==> config.mk <==
export PLATFORM = sky130hd
export DESIGN_NAME = modulation_effect_control
export DESIGN_NICKNAME = d
export VERILOG_FILES = /design/src/shared/mod_fx_pkg.sv /design/src/rtl/lfo_phase_gen.sv /design/src/rtl/modulation_effect_control.sv
export SDC_FILE = /design/constraint.sdc
export NUM_CORES = 2
export LEC_CHECK = 0
export BUFFER_PORTS_ARGS = -buffer_cell sky130_fd_sc_hd__buf_2
export CAP_MARGIN = 20
export CORE_ASPECT_RATIO = 1.2
export CORE_UTILIZATION = 50
export DETAILED_ROUTE_END_ITERATION = 7
export PLACE_DENSITY = 0.71
export SYNTH_ARGS = -nofsm -noshare
export SYNTH_HDL_FRONTEND = slang
export SYNTH_HIERARCHICAL = 1
export SYNTH_SLANG_ARGS = --single-unit
export TNS_END_PERCENT = 100
==> constraint.sdc <==
create_clock -name i_clock -period 110.8 [get_ports i_clock]
set_clock_uncertainty 0.1 [all_clocks]
set_input_delay 0 -clock i_clock [delete_from_list [all_inputs] [get_ports i_clock]]
set_output_delay 0 -clock i_clock [all_outputs]
set_load 0.02 [all_outputs]
==> src/shared/mod_fx_pkg.sv <==
// Package: constants and types for the modulation effect control block
package mod_fx_pkg;

  // Effect function selector
  typedef enum logic [2:0] {
    FN_LFO_DELAY   = 3'h0,
    FN_ROTARY      = 3'h1,
    FN_AUTOPAN_FM  = 3'h2,
    FN_PITCH       = 3'h3,
    FN_PITCH_FBK   = 3'h4
  } fx_function_t;

  // Sub-mode of the lfo delay function
  typedef enum logic [1:0] {
    SUB_PHASING  = 2'h0,
    SUB_FLANGING = 2'h1,
    SUB_CHORUS   = 2'h2
  } lfo_sub_t;

  // Register offsets
  localparam logic [3:0] OFS_FUNCTION   = 4'h0;
  localparam logic [3:0] OFS_SUBMODE    = 4'h1;
  localparam logic [3:0] OFS_SPEED      = 4'h2;
  localparam logic [3:0] OFS_DEPTH      = 4'h3;
  localparam logic [3:0] OFS_FEEDBACK   = 4'h4;
  localparam logic [3:0] OFS_RATE1      = 4'h5;
  localparam logic [3:0] OFS_RATE2      = 4'h6;
  localparam logic [3:0] OFS_ACCEL      = 4'h7;
  localparam logic [3:0] OFS_ROT_DEPTH  = 4'h8;
  localparam logic [3:0] OFS_MIDI_CFG   = 4'h9;
  localparam logic [3:0] OFS_ECHO_MONO  = 4'ha;
  localparam logic [3:0] OFS_STATUS     = 4'hb;

  // Midi config fields: [6:0] controller, [10:7] channel, [11] toggle
  localparam int MIDI_CC_LSB   = 0;
  localparam int MIDI_CH_LSB   = 7;
  localparam int MIDI_TOG_BIT  = 11;
  // Function reg: bit 3 = initial rate selects second
  localparam int INIT_SEL_BIT  = 3;

  // Reset values
  localparam logic [6:0]  RST_CONTROLLER = 7'h01;
  localparam logic [3:0]  RST_CHANNEL    = 4'h0;
  localparam logic [15:0] RST_RATE1      = 16'h0010;
  localparam logic [15:0] RST_RATE2      = 16'h0080;
  localparam logic [7:0]  RST_ACCEL      = 8'h14;
  localparam logic [7:0]  RST_DEPTH      = 8'h32;

  localparam logic [6:0]  CC_THRESHOLD   = 7'h40;

  // Base delays in samples
  localparam logic [15:0] BASE_PHASING   = 16'h0010;
  localparam logic [15:0] BASE_FLANGING  = 16'h0040;
  localparam logic [15:0] BASE_CHORUS    = 16'h0200;

  // Control tick: 1 ms; acceleration in tenths of a second
  localparam int CLOCK_HZ        = 20_000_000;
  localparam int TICK_US         = 1000;
  localparam int TICK_CYCLES     = CLOCK_HZ / 1_000_000 * TICK_US;
  localparam int TICKS_PER_TENTH = 100;

  // Midi controller message after parsing
  typedef struct packed {
    logic [3:0] channel;
    logic [6:0] number;
    logic [6:0] value;
  } cc_msg_t;

  // Stereo sample pair
  typedef struct packed {
    logic signed [15:0] left;
    logic signed [15:0] right;
  } stereo_t;

endpackage : mod_fx_pkg

==> src/rtl/lfo_phase_gen.sv <==
// Module: phase accumulator lfo with triangle output
`timescale 1ns/1ps
module lfo_phase_gen #(
  parameter int WIDTH = 16
) (
  // Clock and reset
  input  wire logic             i_clock,
  input  wire logic             i_srst,
  // Control
  input  wire logic             i_tick,
  input  wire logic [WIDTH-1:0] i_increment,
  // Output
  output logic      [WIDTH-1:0] o_phase,
  output logic      [WIDTH-1:0] o_triangle
);
  initial begin
    if (WIDTH < 4) $error("lfo width too small");
  end

  always_ff @(posedge i_clock) begin
    if (i_srst) o_phase <= '0;
    else if (i_tick) o_phase <= o_phase + i_increment;
  end

  // Fold top half down to give a triangle
  always_comb begin
    if (o_phase[WIDTH-1]) o_triangle = ~{o_phase[WIDTH-2:0], 1'b0};
    else o_triangle = {o_phase[WIDTH-2:0], 1'b0};
  end
endmodule : lfo_phase_gen

==> src/rtl/modulation_effect_control.sv <==
// Module: control for the stereo modulation effect stage
`timescale 1ns/1ps
module modulation_effect_control
  import mod_fx_pkg::*;
#(
  parameter int TICK_COUNT = TICK_CYCLES
) (
  // Clock and reset
  input  wire logic                    i_clock,
  input  wire logic                    i_srst,
  // Register port
  input  wire logic [3:0]              i_addr,
  input  wire logic [15:0]             i_wdata,
  input  wire logic                    i_wr,
  input  wire logic                    i_rd,
  output logic      [15:0]             o_rdata,
  // Midi controller messages
  input  wire mod_fx_pkg::cc_msg_t     i_cc,
  input  wire logic                    i_cc_valid,
  // Audio stream from eq, towards echo
  input  wire mod_fx_pkg::stereo_t     i_sample,
  input  wire logic                    i_sample_valid,
  output mod_fx_pkg::stereo_t          o_effect_in,
  output logic                         o_sample_valid,
  // Delay line control
  output logic      [15:0]             o_tap_len [4],
  output logic      [15:0]             o_rotor_rate,
  output logic      [7:0]              o_rotor_width
);
  import mod_fx_pkg::*;

  initial begin
    if (TICK_COUNT < 1) $error("tick count must be at least one");
  end

  ////////////////////////////////////////////////////////////////////////
  // Registers
  fx_function_t     fx_function;
  logic             init_second;
  lfo_sub_t         sub_mode;
  logic [15:0]      speed;
  logic [7:0]       depth;
  logic signed [7:0] feedback;
  logic [15:0]      first_rotation_rate;
  logic [15:0]      second_rotation_rate;
  logic [7:0]       accel;
  logic [7:0]       rot_depth;
  logic [6:0]       trig_controller;
  logic [3:0]       trig_channel;
  logic             toggle_mode;
  logic             echo_mono;
  logic             use_second;
  logic             gliding;
  logic [15:0]      rate;

  always_ff @(posedge i_clock) begin
    if (i_srst) begin
      fx_function          <= FN_LFO_DELAY;
      init_second          <= 1'b0;
      sub_mode             <= SUB_CHORUS;
      speed                <= RST_RATE1;
      depth                <= RST_DEPTH;
      feedback             <= '0;
      first_rotation_rate  <= RST_RATE1;
      second_rotation_rate <= RST_RATE2;
      accel                <= RST_ACCEL;
      rot_depth            <= RST_DEPTH;
      trig_controller      <= RST_CONTROLLER;
      trig_channel         <= RST_CHANNEL;
      toggle_mode          <= 1'b0;
      echo_mono            <= 1'b0;
    end else if (i_wr) begin
      case (i_addr)
        OFS_FUNCTION: begin
          // Values past the fifth function are kept off the selector
          if (i_wdata[2:0] <= 3'h4) begin
            fx_function <= fx_function_t'(i_wdata[2:0]);
          end
          init_second <= i_wdata[INIT_SEL_BIT];
        end
        OFS_SUBMODE: begin
          if (i_wdata[1:0] != 2'h3) sub_mode <= lfo_sub_t'(i_wdata[1:0]);
        end
        OFS_SPEED:     speed <= i_wdata;
        OFS_DEPTH:     depth <= i_wdata[7:0];
        OFS_FEEDBACK:  feedback <= i_wdata[7:0];
        OFS_RATE1:     first_rotation_rate <= i_wdata;
        OFS_RATE2:     second_rotation_rate <= i_wdata;
        OFS_ACCEL:     accel <= i_wdata[7:0];
        OFS_ROT_DEPTH: rot_depth <= i_wdata[7:0];
        OFS_MIDI_CFG: begin
          trig_controller <= i_wdata[MIDI_CC_LSB +: 7];
          trig_channel    <= i_wdata[MIDI_CH_LSB +: 4];
          toggle_mode     <= i_wdata[MIDI_TOG_BIT];
        end
        OFS_ECHO_MONO: echo_mono <= i_wdata[0];
        default: ;
      endcase
    end
  end

  always_ff @(posedge i_clock) begin
    if (i_srst) o_rdata <= '0;
    else if (i_rd) begin
      case (i_addr)
        OFS_FUNCTION:  o_rdata <= {12'h000, init_second, fx_function};
        OFS_SUBMODE:   o_rdata <= {14'h0000, sub_mode};
        OFS_SPEED:     o_rdata <= speed;
        OFS_DEPTH:     o_rdata <= {8'h00, depth};
        OFS_FEEDBACK:  o_rdata <= {8'h00, feedback};
        OFS_RATE1:     o_rdata <= first_rotation_rate;
        OFS_RATE2:     o_rdata <= second_rotation_rate;
        OFS_ACCEL:     o_rdata <= {8'h00, accel};
        OFS_ROT_DEPTH: o_rdata <= {8'h00, rot_depth};
        OFS_MIDI_CFG:
          o_rdata <= {4'h0, toggle_mode, trig_channel, trig_controller};
        OFS_ECHO_MONO: o_rdata <= {15'h0000, echo_mono};
        OFS_STATUS:    o_rdata <= {14'h0000, gliding, use_second};
        default:       o_rdata <= '0;
      endcase
    end
  end

  ////////////////////////////////////////////////////////////////////////
  // Control tick
  logic [31:0] tick_cnt;
  logic        tick;

  always_ff @(posedge i_clock) begin
    if (i_srst) tick_cnt <= '0;
    else if (tick_cnt == 32'(TICK_COUNT - 1)) tick_cnt <= '0;
    else tick_cnt <= tick_cnt + 32'h1;
  end
  assign tick = (tick_cnt == 32'(TICK_COUNT - 1));

  ////////////////////////////////////////////////////////////////////////
  // LFO and delay taps
  logic [15:0] lfo_phase;
  logic [15:0] tri_wave;

  lfo_phase_gen #(
    .WIDTH (16)
  ) u_lfo (
    .i_clock     (i_clock),
    .i_srst      (i_srst),
    .i_tick      (tick),
    .i_increment (speed),
    .o_phase     (lfo_phase),
    .o_triangle  (tri_wave)
  );

  logic [15:0] base_len;
  always_comb begin
    case (sub_mode)
      SUB_PHASING:  base_len = BASE_PHASING;
      SUB_FLANGING: base_len = BASE_FLANGING;
      default:      base_len = BASE_CHORUS;
    endcase
  end

  // In chorus each tap reads the triangle at its own quarter-cycle offset; otherwise taps 0 and 1 take it straight and inverted
  genvar g;
  generate
    for (g = 0; g < 4; g++) begin : g_tap
      logic [15:0] ph;
      logic [15:0] tw;
      logic [23:0] prod;
      assign ph = lfo_phase + 16'(g * 16'h4000);
      always_comb begin
        if (sub_mode != SUB_CHORUS && g == 1) tw = ~tri_wave;
        else if (sub_mode != SUB_CHORUS) tw = tri_wave;
        else if (ph[15]) tw = ~{ph[14:0], 1'b0};
        else tw = {ph[14:0], 1'b0};
      end
      assign prod = tw * depth;
      always_ff @(posedge i_clock) begin
        if (i_srst) o_tap_len[g] <= '0;
        else if (fx_function != FN_LFO_DELAY) o_tap_len[g] <= '0;
        else if (sub_mode != SUB_CHORUS && g > 1) o_tap_len[g] <= '0;
        else o_tap_len[g] <= base_len + {8'h00, prod[23:16]};
      end
    end
  endgenerate

  ////////////////////////////////////////////////////////////////////////
  // Audio path: feedback and mono sum
  stereo_t            fb_sum;
  logic signed [23:0] fb_l;
  logic signed [23:0] fb_r;
  logic signed [16:0] mono;

  // Sign of feedback carries the inversion
  assign fb_l = o_effect_in.left * feedback;
  assign fb_r = o_effect_in.right * feedback;
  always_comb begin
    fb_sum.left  = i_sample.left + fb_l[22:7];
    fb_sum.right = i_sample.right + fb_r[22:7];
  end
  assign mono = 17'(fb_sum.left) + 17'(fb_sum.right);

  always_ff @(posedge i_clock) begin
    if (i_srst) begin
      o_effect_in    <= '0;
      o_sample_valid <= 1'b0;
    end else begin
      o_sample_valid <= i_sample_valid;
      if (i_sample_valid) begin
        if (echo_mono) begin
          o_effect_in.left  <= mono[16:1];
          o_effect_in.right <= mono[16:1];
        end else o_effect_in <= fb_sum;
      end
    end
  end

  ////////////////////////////////////////////////////////////////////////
  // Rotary rate trigger
  logic       cc_hit;
  logic       cc_high;
  logic       prev_high;
  logic       entered;
  logic       prev_rotary;

  assign cc_hit  = i_cc_valid && i_cc.channel == trig_channel
                   && i_cc.number == trig_controller;
  assign cc_high = (i_cc.value >= CC_THRESHOLD);
  assign entered = (fx_function == FN_ROTARY) && !prev_rotary;

  always_ff @(posedge i_clock) begin
    if (i_srst) prev_rotary <= 1'b0;
    else prev_rotary <= (fx_function == FN_ROTARY);
  end

  always_ff @(posedge i_clock) begin
    if (i_srst) begin
      use_second <= 1'b0;
      prev_high  <= 1'b0;
    end else if (entered) begin
      use_second <= init_second;
      prev_high  <= 1'b0;
    end else if (cc_hit) begin
      prev_high <= cc_high;
      if (!toggle_mode) use_second <= cc_high;
      else if (cc_high && !prev_high) use_second <= !use_second;
    end
  end

  ////////////////////////////////////////////////////////////////////////
  // Rate glide
  logic [15:0] target;
  logic [15:0] glide_from;
  logic [15:0] ticks_total;
  logic [15:0] ticks_done;
  logic        prev_second;
  logic [31:0] span;
  logic [15:0] span_mag;
  logic [31:0] progress;

  assign target      = use_second ? second_rotation_rate : first_rotation_rate;
  assign ticks_total = 16'(accel * TICKS_PER_TENTH);
  assign span_mag    = (target >= glide_from) ? target - glide_from
                                              : glide_from - target;
  assign span        = span_mag * ticks_done;
  assign progress    = span / {16'h0000, ticks_total};

  always_ff @(posedge i_clock) begin
    if (i_srst) begin
      rate        <= RST_RATE1;
      glide_from  <= RST_RATE1;
      ticks_done  <= '0;
      gliding     <= 1'b0;
      prev_second <= 1'b0;
    end else if (entered) begin
      // Audition: named rate at once, never a glide from the old one
      rate        <= init_second ? second_rotation_rate
                                 : first_rotation_rate;
      prev_second <= init_second;
      gliding     <= 1'b0;
    end else begin
      prev_second <= use_second;
      if (ticks_total == 16'h0000) begin
        rate    <= target;
        gliding <= 1'b0;
      end else if (use_second != prev_second) begin
        glide_from <= rate;
        ticks_done <= '0;
        gliding    <= 1'b1;
      end else if (!gliding) rate <= target;
      else if (tick) begin
        if (ticks_done + 16'h1 >= ticks_total) begin
          rate    <= target;
          gliding <= 1'b0;
        end else begin
          ticks_done <= ticks_done + 16'h1;
          // Linear from start: no accumulated rounding drift
          if (target >= glide_from) rate <= glide_from + progress[15:0];
          else rate <= glide_from - progress[15:0];
        end
      end
    end
  end

  always_ff @(posedge i_clock) begin
    if (i_srst) begin
      o_rotor_rate  <= '0;
      o_rotor_width <= '0;
    end else if (fx_function == FN_ROTARY) begin
      o_rotor_rate  <= rate;
      o_rotor_width <= rot_depth;
    end else begin
      o_rotor_rate  <= '0;
      o_rotor_width <= '0;
    end
  end
endmodule : modulation_effect_control

==> metrics <==
die area 139100 µm²; critical path endpoint category flop; GRT Total Usage 28.14%; Initial DRC Count 4269; CTS Buffer Depth 3; CTS tree yes; Yosys warning count 6; r2r setup slk 7.11 ns; GR Overflow Total 0; row cnt 148; number of buffers inserted by port buffering 182; fraction of layout cells with a size suffix above 1 7.139%; I/O Pins 213; min-delay src i_sample[1]; pre-CTS setup slack 2.290 ns; f_max 9.644 MHz; Final Util 54.08%; chip width 340.6 µm; Worst R2R Start use_second; Final Max Tran Viols 0; CTS buffer count 31; wire length on met2 95620 µm; Rel. slew slack 32.28%; slew of the pin with the lowest slew margin 1.015 ns; nets@finish 10320; syn_area_per_cell 7.972 µm²; min cycle time layout 103.69 ns; met3 wire length 11850 µm; EDFF count, synth 0; initial antenna violation count 11; H-tree Lvls 1; most frequent CP cell o21a_1; sequential area share after synthesis 9.050%; hold path cells 6; Max-Cap Viols 0; die height 408.3 µm; WHS Endpoint o_effect_in[1]; # DRC 0; post-route ant nets 0; met1 wire length 81090 µm; Clk Tree Root Cell clkbuf_16; DR top layer met5; vias 62130; vias in the first global route 61990; slowest CP cell fa_1; synthesized instance count 8630; CP Class reg -> reg; final hold slack 0.03529 ns; outcome complete, no violations; CP required 111.26 ns; Core Box Area 136100 µm²; Clk Latency, worst-skew pair 0.65 ns; mapped cell area 68800 µm²; CP arrival 104.16 ns; Yosys cell types 135; setup violators final 0; top_reg_cell synth dfxtp_1; Num Clock Sinks 311; Wirelength per Cell 18.79 µm; Detailed Place HPWL 154600 µm; critical-path maximum fanout 35; Worst setup SP type flop; global-route wire length before repair 321500 µm; Yosys reg bits 311; Initial Util 50.55%; final WL 198100 µm; Via density 5.894; Area Overhead vs Synth 6.991%; final setup margin 7.106 ns; final period utilization 93.59%; Worst R2R Path Depth 481; Hold Vio Cnt, Final 0; largest net degree at the start of global routing 116; Clock transition at path regs 0.07 ns; router iterations before antenna repair 7; Max stage delay on crit path 0.62 ns; GP Congestion 0.9431; Worst Hold Class in -> reg; asr flop ratio synth 0%; RR Endpoint rate[15]
[per-stage QoR]
stage / area [µm²] / TNS [ns] / instances
finish: 73610 / 0 / 10540
global route: 73610 / -0.3627 / 10540
global placement: 71260 / 0 / 10360
floorplan: 68880 / 0 / 8653
detailed placement: 71260 / 0 / 10360
CTS: 73140 / 0 / 10500
[state kept, by name (all words and copies together), names as in the netlist, 7 cells and up]
name,flops
speed,16
rot_depth,8
o_rotor_width,8
feedback,8
o_tap_len,38
o_effect_in,32
o_rotor_rate,16
first_rotation_rate,16
u_lfo/o_phase,16
rate,16
trig_controller,7
o_rdata,16
ticks_done,16
glide_from,16
tick_cnt,32
second_rotation_rate,16
depth,8
accel,8
[logic make-up after synthesis]
logic type               Yosys count  synth area share (%)
AND/OR/NAND/NOR                 3154                 22.71
AO/OA/AOI/OAI                   1729                 16.88
adder cells (fa/ha/maj)         1559                 36.34
buffers and inverters           1333                 7.591
XOR/XNOR                         374                 4.761
flip-flops                       311                 9.050
multiplexers                     169                 2.664
other                              1              0.005451
[layout by cell type (no fill, tap or decap), types with 42 or more instances in the layout]
master	instances
dlygate4sd3_1	77
a31oi_1	52
nand2b_1	112
nor2b_1	122
buf_2	181
buf_4	110
nand3_1	100
xnor2_1	219
or2_2	53
fa_1	732
o21ai_0	203
mux2i_1	83
a21o_1	119
nor3_1	303
nand2_1	1019
a211oi_1	77
and2_1	502
o21a_1	237
inv_1	964
o211ai_1	42
dfxtp_1	302
o21bai_1	47
o31ai_1	112
and3_1	60
nand4_1	65
nor2_1	566
xor2_1	153
a21oi_1	504
mux2_2	75
or3_1	45
ha_1	827
[Yosys cell counts, drive strengths merged, types with 69 or more instances]
cell type	n	area (µm²)
nand2b	112	700.7
nand3	104	525.5
nand4	69	465.5
a21oi	516	2601
o21ai	224	1144
a211oi	81	623.1
dfxtp	311	6226
and2	506	3168
nor2	578	2180
xor2	154	1349
o31ai	114	869.6
ha	827	10350
o21a	240	1803
xnor2	220	1927
nand2	1022	3844
fa	732	14650
nor2b	123	769.5
a21o	119	893.4
mux2	80	904.6
mux2i	88	905.9
inv	964	3618
buf	70	478.0
nor3	309	1573
clkbuf	299	1126
[routing by layer]
metal | vias up | GRT usage (%)
met2 | 1991 | 48.66
met5 | - | 0
met4 | 2 | 13.41
li1 | 29310 | -
met3 | 405 | 2.267
met1 | 30430 | 35.27
[repair_timing]
action	in CTS	in global routing
setup buffers	0	17
endpoints found under the setup margin	0	16
endpoints found under the hold margin	152	0
hold buffers	77	0
gates resized for setup	0	58
[worst max-delay path: cells and delay by family, from the launching register on]
family	cells	cell delay, ns
compound gates	288	57.77
simple gates	113	22.23
fa+ha+maj	41	13.91
buf+inv	24	4.27
mux	13	4.24
xor+xnor	2	0.43
flops	1	0.32
[cell type report]
class                           instances  area [µm²]
Clock buffer                           38       832.0
Timing Repair Buffer                  371        2545
Antenna cell                           28       70.07
Tap cell                             1800        2252
Multi-Input combinational cell       7009       57780
Fill cell                           12670       62500
Clock inverter                         20       270.3
Sequential cell                       311        6237
Inverter                              964        3618
[how the worst max path moves through the flow]
stage          startpoint        to  slack, ns  depth (start not counted)
6_report       use_second  rate[15]       7.11                        481
3_5_place_dp   use_second  rate[14]       2.29                        475
3_3_place_gp   use_second  rate[14]       4.39                        470
2_1_floorplan  use_second  rate[14]      13.06                        502
5_1_grt        use_second  rate[14]      -0.17                        484
4_1_cts        use_second  rate[15]       1.88                        471
Power is left out: the tool's default activity adds up to more than one toggle a clock period on the data nets, which glitch-free logic cannot reach.
